<file path="config.mk">
export PLATFORM = sky130hd
export DESIGN_NAME = pss_top
export DESIGN_NICKNAME = d
export VERILOG_FILES = /design/src/verilog/pss_pkg.sv /design/src/verilog/pss_top.sv
export VERILOG_INCLUDE_DIRS = /design/src /design/src/verilog
export SDC_FILE = /design/constraint.sdc
export NUM_CORES = 1
export LEC_CHECK = 0
export ABC_AREA = 0
export BUFFER_PORTS_ARGS = -buffer_cell sky130_fd_sc_hd__buf_2
export CORE_ASPECT_RATIO = 1.4
export CORE_MARGIN = 3
export CORE_UTILIZATION = 39
export CTS_CLUSTER_SIZE = 25
export DETAILED_ROUTE_END_ITERATION = 10
export SKIP_CTS_REPAIR_TIMING = 1
export SLEW_MARGIN = 10
export SYNTH_ARGS = -nofsm -noshare
export SYNTH_HDL_FRONTEND = slang
export SYNTH_SLANG_ARGS = --single-unit
</file>
<file path="constraint.sdc">
create_clock -name SYS_CLK_IN -period 4.7 [get_ports SYS_CLK_IN]
set_input_delay 1.175 -clock SYS_CLK_IN [delete_from_list [all_inputs] [get_ports SYS_CLK_IN]]
set_output_delay 1.175 -clock SYS_CLK_IN [all_outputs]
set_load 0.005 [all_outputs]
</file>
<file path="src/verilog/pss_regs.svh">
// register map, reset values, field positions and timing of the strap and management block
`ifndef PSS_REGS_SVH
`define PSS_REGS_SVH
`define PSS_REG_CTRL 5'h00
`define PSS_REG_STAT 5'h01
`define PSS_REG_IDH 5'h02
`define PSS_REG_IDL 5'h03
`define PSS_REG_ADV 5'h04
`define PSS_REG_LPA 5'h05
`define PSS_REG_EXP 5'h06
`define PSS_CTRL_RST 16'h3100
`define PSS_STAT_RST 16'h7849
`define PSS_ADV_RST 16'h01e1
`define PSS_LPA_RST 16'h0080
`define PSS_EXP_RST 16'h0000
`define PSS_CTRL_LOOP 14
`define PSS_CTRL_SPD 13
`define PSS_CTRL_ANE 12
`define PSS_CTRL_PD 11
`define PSS_CTRL_ISO 10
`define PSS_CTRL_DUP 8
`define PSS_AB_100FD 8
`define PSS_AB_100HD 7
`define PSS_AB_10FD 6
`define PSS_OP_READ 2'h2
`define PSS_OP_WRITE 2'h1
`define PSS_HDR_BITS 5'h0d
`define PSS_DATA_BITS 5'h10
`define PSS_STRAP_SETTLE 2'h3
`define PSS_CLK_MHZ 10
`define PSS_XTAL_MHZ 25
`define PSS_SW_RESET_NS 1000
`define PSS_SW_RESET_CYC 4'((`PSS_SW_RESET_NS * `PSS_CLK_MHZ + 999) / 1000)
`endif

</file>
<file path="src/verilog/pss_pkg.sv">
// types shared by the strap and management block
package pss_pkg;
  typedef enum logic [2:0] {
    MD_IDLE, MD_HDR, MD_RTA, MD_RDATA, MD_WTA, MD_WDATA
  } pss_mstate_t;

  typedef struct packed {
    logic       mdc;
    logic       mdio;
    logic       txen;
    logic       txd;
    logic       rx;
    logic       carrier;
    logic [4:0] led;
    logic       test;
    logic       iso;
    logic       rptr;
    logic       spd;
    logic       dup;
    logic       autoneg_strap;
    logic       link_down_power_save_strap;
    logic       ifsel;
  } pss_pins_t;

  typedef struct packed {
    logic test;
    logic rptr;
    logic spd;
    logic dup;
    logic autoneg_strap;
    logic link_down_power_save_strap;
    logic ifsel;
  } pss_strap_t;

  typedef struct packed {
    pss_pins_t   s1;
    pss_pins_t   s2;
    logic        mdc_prev;
    logic [1:0]  boot_cnt;
    logic        booted;
    pss_strap_t  strap;
    logic [4:0]  phy_addr;
    logic [15:0] ctrl;
    logic [15:0] adv;
    logic [3:0]  rst_cnt;
    pss_mstate_t mst;
    logic [4:0]  cnt;
    logic [12:0] hdr;
    logic [15:0] shift;
    logic        mdio_o;
    logic        mdio_oe;
    logic [6:0]  txdiv;
    logic        txc;
    logic        tx_bit;
    logic        tx_en;
    logic [6:0]  rxph;
    logic        rx_prev;
    logic        rxc;
    logic        rxd;
    logic        crs;
    logic        col;
    logic [4:0]  led;
    logic [4:0]  led_oe;
    logic        spd100;
    logic        fdx;
    logic        autoneg_strap;
    logic        rptr;
    logic        psave;
    logic        minp;
    logic        nib;
    logic        spare;
  } pss_state_t;
endpackage

</file>
<file path="src/verilog/pss_top.sv">
// strap capture, management registers, serial data interface and LEDs
`timescale 1ns/1ps
`include "pss_regs.svh"
module pss_top #(
  parameter int          TXC_HALF_CYC = 2,
  parameter logic [15:0] ID_HIGH      = 16'h1234, // arbitrary value
  parameter logic [15:0] ID_LOW       = 16'h5678  // arbitrary value
) (
  // clock and chip reset
  input  wire logic       SYS_CLK_IN,
  input  wire logic       RST_B_IN,
  // configuration straps
  input  wire logic       ISOLATE_STRAP_IN,
  input  wire logic       REPEATER_STRAP_IN,
  input  wire logic       SPEED_STRAP_IN,
  input  wire logic       DUPLEX_STRAP_IN,
  input  wire logic       AUTONEG_STRAP_IN,
  input  wire logic       LINK_DOWN_POWER_SAVE_STRAP_IN,
  input  wire logic       INTERFACE_SELECT_STRAP_IN,
  input  wire logic       TEST_MODE_IN,
  // management interface
  input  wire logic       MDC_IN,
  input  wire logic       MDIO_IN,
  output logic            MDIO_OUT,
  output logic            MDIO_OE_OUT,
  // serial network interface
  output logic            TXC_OUT,
  input  wire logic       TXEN_IN,
  input  wire logic       TXD0_IN,
  output logic            RXC_OUT,
  output logic            RXD0_OUT,
  output logic            CRS_OUT,
  output logic            COL_OUT,
  // line side
  input  wire logic       LINE_RX_IN,
  input  wire logic       LINE_CARRIER_IN,
  output logic            LINE_TX_OUT,
  output logic            LINE_TX_EN_OUT,
  // LEDs and address straps
  input  wire logic [4:0] LED_IN,
  output logic      [4:0] LED_OUT,
  output logic      [4:0] LED_OE_OUT,
  // operating mode
  output logic            SPEED_100_OUT,
  output logic            FULL_DUPLEX_OUT,
  output logic            AUTONEG_OUT,
  output logic            REPEATER_MODE_OUT,
  output logic            POWER_SAVE_OUT,
  output logic            MIN_POWER_OUT,
  output logic            NIBBLE_MODE_OUT,
  output logic            SPARE_TEST_OUT
);
  generate
    if (TXC_HALF_CYC < 1 || TXC_HALF_CYC > 63)
    begin : g_chk
      $error("TXC_HALF_CYC out of range");
    end
  endgenerate

  localparam logic [6:0] HALF_M1 = 7'(TXC_HALF_CYC - 1);
  localparam logic [6:0] FULL_M1 = 7'(2 * TXC_HALF_CYC - 1);

  pss_pkg::pss_state_t st_reg;
  pss_pkg::pss_state_t st_next;
  pss_pkg::pss_pins_t  raw;
  logic [15:0]         common;
  logic [15:0]         rd_data;
  logic                isolated;
  logic                an_on;
  logic                spd100;
  logic                fdx;
  logic                sni_on;
  logic                mdc_rise;
  logic                rx_src;
  logic                carrier;

  function automatic logic [15:0] ctrl_dflt(input pss_pkg::pss_strap_t s);
    logic [15:0] v;
    v = `PSS_CTRL_RST;
    v[`PSS_CTRL_SPD] = s.spd;
    v[`PSS_CTRL_ANE] = s.autoneg_strap;
    v[`PSS_CTRL_DUP] = s.dup;
    return v;
  endfunction

  assign raw = '{mdc: MDC_IN, mdio: MDIO_IN, txen: TXEN_IN, txd: TXD0_IN,
                 rx: LINE_RX_IN, carrier: LINE_CARRIER_IN, led: LED_IN,
                 test: TEST_MODE_IN, iso: ISOLATE_STRAP_IN,
                 rptr: REPEATER_STRAP_IN, spd: SPEED_STRAP_IN,
                 dup: DUPLEX_STRAP_IN, autoneg_strap: AUTONEG_STRAP_IN,
                 link_down_power_save_strap: LINK_DOWN_POWER_SAVE_STRAP_IN,
                 ifsel: INTERFACE_SELECT_STRAP_IN};

  // isolate strap acts live, control bits add to it
  assign isolated = st_reg.s2.iso | st_reg.ctrl[`PSS_CTRL_ISO]
                  | st_reg.ctrl[`PSS_CTRL_PD];
  assign an_on    = st_reg.ctrl[`PSS_CTRL_ANE];
  assign common   = st_reg.adv & `PSS_LPA_RST;
  assign spd100   = an_on ? (common[`PSS_AB_100FD] | common[`PSS_AB_100HD])
                          : st_reg.ctrl[`PSS_CTRL_SPD];
  assign fdx      = an_on ? (common[`PSS_AB_100FD] | common[`PSS_AB_10FD])
                          : st_reg.ctrl[`PSS_CTRL_DUP];
  assign sni_on   = st_reg.booted & ~st_reg.strap.ifsel & ~isolated
                  & ~spd100;
  assign mdc_rise = st_reg.s2.mdc & ~st_reg.mdc_prev;
  assign rx_src   = st_reg.ctrl[`PSS_CTRL_LOOP] ? st_reg.tx_bit : st_reg.s2.rx;
  assign carrier  = st_reg.ctrl[`PSS_CTRL_LOOP] ? st_reg.tx_en
                                                : st_reg.s2.carrier;

  always_comb
  begin
    case (st_reg.hdr[4:0])
      `PSS_REG_CTRL: rd_data = st_reg.ctrl;
      `PSS_REG_STAT: rd_data = `PSS_STAT_RST;
      `PSS_REG_IDH:  rd_data = ID_HIGH;
      `PSS_REG_IDL:  rd_data = ID_LOW;
      `PSS_REG_ADV:  rd_data = st_reg.adv;
      `PSS_REG_LPA:  rd_data = `PSS_LPA_RST;
      `PSS_REG_EXP:  rd_data = `PSS_EXP_RST;
      default:       rd_data = 16'h0000;
    endcase
  end

  always_comb
  begin
    logic [12:0] nh;
    logic [15:0] w;
    nh = {st_reg.hdr[11:0], st_reg.s2.mdio};
    w  = {st_reg.shift[14:0], st_reg.s2.mdio};
    st_next = st_reg;
    st_next.s1 = raw;
    st_next.s2 = st_reg.s1;
    st_next.mdc_prev = st_reg.s2.mdc;
    // strap capture once the synchronisers have filled
    if (!st_reg.booted)
    begin
      st_next.boot_cnt = st_reg.boot_cnt + 2'h1;
      if (st_reg.boot_cnt == `PSS_STRAP_SETTLE)
      begin
        st_next.booted   = 1'b1;
        st_next.strap    = '{test: st_reg.s2.test, rptr: st_reg.s2.rptr,
                             spd: st_reg.s2.spd, dup: st_reg.s2.dup,
                             autoneg_strap: st_reg.s2.autoneg_strap, link_down_power_save_strap: st_reg.s2.link_down_power_save_strap,
                             ifsel: st_reg.s2.ifsel};
        st_next.phy_addr = st_reg.s2.led;
        st_next.ctrl     = ctrl_dflt(st_next.strap);
      end
    end
    if (st_reg.rst_cnt != 4'h0)
    begin
      st_next.rst_cnt = st_reg.rst_cnt - 4'h1;
    end
    // management frames
    if (isolated || !st_reg.booted)
    begin
      st_next.mst     = pss_pkg::MD_IDLE;
      st_next.mdio_oe = 1'b0;
      st_next.cnt     = 5'h00;
    end
    else if (mdc_rise)
    begin
      case (st_reg.mst)
        pss_pkg::MD_IDLE:
        begin
          if (st_reg.s2.mdio)
          begin
            st_next.cnt = 5'h01;
          end
          else
          begin
            if (st_reg.cnt != 5'h00)
            begin
              st_next.mst = pss_pkg::MD_HDR;
            end
            st_next.cnt = 5'h00;
          end
        end
        pss_pkg::MD_HDR:
        begin
          st_next.hdr = nh;
          st_next.cnt = st_reg.cnt + 5'h01;
          if (st_reg.cnt == `PSS_HDR_BITS - 5'h01)
          begin
            st_next.cnt = 5'h00;
            st_next.mst = pss_pkg::MD_IDLE;
            if (nh[12] && nh[9:5] == st_reg.phy_addr)
            begin
              if (nh[11:10] == `PSS_OP_READ)
              begin
                st_next.mst = pss_pkg::MD_RTA;
              end
              else if (nh[11:10] == `PSS_OP_WRITE)
              begin
                st_next.mst = pss_pkg::MD_WTA;
              end
            end
          end
        end
        pss_pkg::MD_RTA:
        begin
          st_next.mdio_oe = 1'b1;
          st_next.mdio_o  = 1'b0;
          st_next.shift   = rd_data;
          st_next.mst     = pss_pkg::MD_RDATA;
        end
        pss_pkg::MD_RDATA:
        begin
          if (st_reg.cnt == `PSS_DATA_BITS)
          begin
            st_next.mdio_oe = 1'b0;
            st_next.mst     = pss_pkg::MD_IDLE;
            st_next.cnt     = 5'h00;
          end
          else
          begin
            st_next.mdio_o = st_reg.shift[15];
            st_next.shift  = {st_reg.shift[14:0], 1'b0};
            st_next.cnt    = st_reg.cnt + 5'h01;
          end
        end
        pss_pkg::MD_WTA:
        begin
          st_next.cnt = st_reg.cnt + 5'h01;
          if (st_reg.cnt == 5'h01)
          begin
            st_next.cnt = 5'h00;
            st_next.mst = pss_pkg::MD_WDATA;
          end
        end
        pss_pkg::MD_WDATA:
        begin
          st_next.shift = w;
          st_next.cnt   = st_reg.cnt + 5'h01;
          if (st_reg.cnt == `PSS_DATA_BITS - 5'h01)
          begin
            st_next.cnt = 5'h00;
            st_next.mst = pss_pkg::MD_IDLE;
            if (st_reg.hdr[4:0] == `PSS_REG_CTRL && st_reg.rst_cnt == 4'h0)
            begin
              if (w[15])
              begin
                st_next.ctrl    = ctrl_dflt(st_reg.strap);
                st_next.adv     = `PSS_ADV_RST;
                st_next.rst_cnt = `PSS_SW_RESET_CYC;
              end
              else
              begin
                st_next.ctrl = {1'b0, w[14:13], w[12] & st_reg.strap.autoneg_strap,
                                w[11:10], 1'b0, w[8], 8'h00};
              end
            end
            else if (st_reg.hdr[4:0] == `PSS_REG_ADV)
            begin
              st_next.adv = w;
            end
          end
        end
        default:
        begin
          st_next.mst = pss_pkg::MD_IDLE;
        end
      endcase
    end
    // transmit clock divided from the system clock
    if (st_reg.txdiv == HALF_M1)
    begin
      st_next.txdiv = 7'h00;
      st_next.txc   = ~st_reg.txc & sni_on;
      if (!st_reg.txc)
      begin
        st_next.tx_en  = st_reg.s2.txen & sni_on;
        st_next.tx_bit = st_reg.s2.txd & sni_on;
      end
    end
    else
    begin
      st_next.txdiv = st_reg.txdiv + 7'h01;
    end
    // receive clock recovered from line transitions
    st_next.rx_prev = rx_src;
    if (rx_src != st_reg.rx_prev)
    begin
      st_next.rxph = 7'h00;
      st_next.rxc  = 1'b0;
    end
    else
    begin
      st_next.rxph = (st_reg.rxph == FULL_M1) ? 7'h00 : st_reg.rxph + 7'h01;
      if (st_reg.rxph == HALF_M1)
      begin
        st_next.rxc = sni_on;
        st_next.rxd = rx_src & carrier & sni_on;
      end
      else if (st_reg.rxph == FULL_M1)
      begin
        st_next.rxc = 1'b0;
      end
    end
    st_next.crs    = carrier & sni_on;
    st_next.col    = carrier & st_reg.tx_en & ~fdx & sni_on;
    st_next.tx_en  = st_next.tx_en & sni_on;
    st_next.led_oe = st_reg.booted ? 5'h1f : 5'h00;
    st_next.led    = {st_next.col,
                      spd100 & (carrier | st_reg.tx_en),
                      ~spd100 & (carrier | st_reg.tx_en),
                      fdx, ~isolated};
    st_next.spd100 = spd100;
    st_next.fdx    = fdx;
    st_next.autoneg_strap    = an_on;
    st_next.rptr   = st_reg.strap.rptr & ~st_reg.strap.test;
    st_next.spare  = st_reg.strap.rptr & st_reg.strap.test;
    st_next.psave  = st_reg.strap.link_down_power_save_strap & ~carrier;
    st_next.minp   = isolated;
    st_next.nib    = st_reg.strap.ifsel;
  end

  always_ff @(posedge SYS_CLK_IN or negedge RST_B_IN)
  begin
    if (!RST_B_IN)
    begin
      st_reg      <= '0;
      st_reg.ctrl <= `PSS_CTRL_RST;
      st_reg.adv  <= `PSS_ADV_RST;
      st_reg.mst  <= pss_pkg::MD_IDLE;
    end
    else
    begin
      st_reg <= st_next;
    end
  end

  assign MDIO_OUT          = st_reg.mdio_o;
  assign MDIO_OE_OUT       = st_reg.mdio_oe;
  assign TXC_OUT           = st_reg.txc;
  assign RXC_OUT           = st_reg.rxc;
  assign RXD0_OUT          = st_reg.rxd;
  assign CRS_OUT           = st_reg.crs;
  assign COL_OUT           = st_reg.col;
  assign LINE_TX_OUT       = st_reg.tx_bit;
  assign LINE_TX_EN_OUT    = st_reg.tx_en;
  assign LED_OUT           = st_reg.led;
  assign LED_OE_OUT        = st_reg.led_oe;
  assign SPEED_100_OUT     = st_reg.spd100;
  assign FULL_DUPLEX_OUT   = st_reg.fdx;
  assign AUTONEG_OUT       = st_reg.autoneg_strap;
  assign REPEATER_MODE_OUT = st_reg.rptr;
  assign POWER_SAVE_OUT    = st_reg.psave;
  assign MIN_POWER_OUT     = st_reg.minp;
  assign NIBBLE_MODE_OUT   = st_reg.nib;
  assign SPARE_TEST_OUT    = st_reg.spare;
endmodule

</file>
==> reports/metrics.cfg <==
[routing]
vias=4416
drt_first_iter_violations=212
detail_route.vias_per_cell=5.226
route.final.wire_length_mm=13.54
routed_wire_length_per_instance_um=16.02
antenna_left=0
drt_drc_violations_left=0
drt_pass1_iterations=5

[sta]
grt_setup_unrepaired=no
finalClockSkew_ns=0.009686
worst_slew_pin_slew_ns=1.206
max_clock_freq_mhz=364.6
period_utilisation_layout_pct=58.35
report.final.hold_viol_count=0
report.final.slew_viol_count=0
layout_min_cycle_time_ns=2.743
worst_rel_slew_slack_pct=18.84
totalNegativeSetupSlack_ns=0
layout_setup_ws_ns=1.957
timing.final.setup_violations=0

[placed_design]
gp_routability_congestion=0.8649
numPlacedInstances=813
place_worst_setup_slack_ns=1.988
port-buffer-count=47
hpwl_after_detailed_placement_mm=9.184

[finish]
layout.cells.non_filler=845
drive_gt1_share_pct=17.13
final_core_utilization_pct=45.69
n_fill_cell=1533
insertedDiodeCount=0
area_growth_syn_to_layout_pct=14.98
finish.net_count=661
layout.cells.most_common_list=dfrtp_1, nand2_1, buf_2, o21ai_0, nor2_1
flip_flop_count_of_the_largest_register_all_copies_and_words_added=118
most_common_cell_after_layout_fill_and_taps_aside=dfrtp_1

[synthesis]
synth-async-reset-ratio_pct=100.0
ys.flop_type=dfrtp_1
synth_area_um2=6683
synth_nets=623
yosysUniqueCellTypes=58
sequential_area_share_after_synthesis_pct=60.81
synth-edff-count=0
syn-instance-count=591
avgSynthCellArea_um2=11.31
synth.ff_latch_count=162
synth.yosys.warnings=0

[grt]
grt_usage_pct=15.34
grt_antenna_before_repair=0
grt_first_pass_wirelength_mm=22.65
globalRoute.totalOverflow=0
grt_pass1_vias=4534
grt_start_max_net_pins=104

[setup_path]
worst-path-buf-inv=0
regToRegSetupSlack_ns=1.96
r2r_start=st_reg[127]
worst_path_largest_cell_delay_ns=0.67
worst-endpoint-required_ns=5.00
worstSetupStartpointType=flop
path_delay_family=simple AND/OR/NAND/NOR gates
r2r_cells=5
rr_endpoint=st_reg[102]
timing.critical_path.fanout_max=12
crit_chain=nor4b_1 -> nand4_1 -> nor2_1 -> nor2_1 -> and2_1
critPathSlowestCell=nor2_1
critPathArrivalTime_ns=3.04
critical_path_class=reg -> reg
crit_end_category=flop
critical-path-top-cell-by-count=nor2_1

[outcome]
run_status=finished clean

[die]
coreArea_um2=16820
die-width_um=116.6
std_cell_rows=56
pin_count=48
die_h_um=160.9
floorplan.die_area_um2=18760
start_util_pct=39.74

[pwr]
worst_ir_drop_vdd_v=0.0001775
power_leakage_nw=3.504
design_power_total_mw=3.035
powerDensity_nw_per_um2=395.0

[worst_hold_path]
cell_count_of_the_worst_hold_path=0
min_delay_worst_endpoint=st_reg[140]
min_from=st_next[140]
hold_path_class=reg -> reg

[run]
max_cap_viols=0

[cts]
cts.path.max_buffers=2
cts.sinks=162
cts.htree.levels=4
cts_root_buffer=clkbuf_16
clk-insertion-delay-late_ns=0.42
tritoncts=built
cts_buffers=17
clk_pin_slew_ns=0.06

## through the flow
stage	area [um2]	hold slack, ns
3_3_place_gp	7057	0.3326
2_1_floorplan	6683	0.3312
4_1_cts	7684	0.3497
6_report	7684	0.3480
5_1_grt	7684	0.3516
3_5_place_dp	7057	0.3347
## metal layers
metal / global-route usage [%] / part of all wire (%) / up-vias
li1: - / - / 2116
met1: 19.58 / 43 / 2178
met2: 25.21 / 51 / 100
met3: 3.656 / 3.4 / 22
met4: 5.738 / 2.3 / 0
met5: 0 / 0 / -
## area by class of cell
type	instances	area, um2	share of cell area, %
flip-flops and latches	162	4064	52.89
multi-input cells	381	2391	31.12
clock buffers	20	456.7	5.944
repair buffers	52	291.5	3.794
well taps	203	254.0	3.306
clock inverters	12	170.2	2.215
inverters	15	56.30	0.7328
## report_power, final
group	total [mW]	internal, mW	switching (mW)
clock network	1.46	0.878	0.582
registers	1.46	1.44	0.0242
logic	0.115	0.0454	0.0692
total	3.04	2.36	0.676
## how the worst max path moves through the flow
stage,start,endpoint,slack (ns),depth (start not counted)
floorplan,st_reg[109],RXD0_OUT,2.75,5
global placement,st_reg[109],st_reg[105],2.10,5
detailed placement,st_reg[127],st_reg[99],1.99,5
CTS,st_reg[127],st_reg[102],1.95,5
global route,st_reg[127],st_reg[102],1.62,5
finish,st_reg[127],st_reg[102],1.96,5
## cells in the mapped netlist (11+ instances only)
cell type,number,area (um2)
nand2_1,86,322.8
buf_4,11,82.58
xnor2_1,14,122.6
and2_1,16,100.1
dfrtp_1,154,3854
ha_1,11,137.6
a21oi_1,17,85.08
nor2_1,31,116.4
inv_1,15,56.30
a22oi_1,16,120.1
o21ai_0,36,180.2
mux2_2,14,157.7
nor2b_1,15,93.84
a22o_1,21,183.9
nand3_1,13,65.06
clkbuf_1,17,63.81
## kinds of logic after synthesis
logic type,after synthesis,share of synthesized area (%)
AOI/OAI and AO/OA,123,12.64
xor gates and xnor gates,18,2.359
adders and majority gates,11,2.060
buffers and inverters,48,3.407
DFF,162,60.81
muxes,19,3.108
and+or+nand+nor,210,15.62
## worst reg2reg max path, stage by stage (launching register included)
cell and delay (ns):
dfrtp_1 0.47, nor4b_1 0.59, nand4_1 0.40, nor2_1 0.67, nor2_1 0.27, and2_1 0.24
No activity file was read; power rests on OpenSTA's default activity.
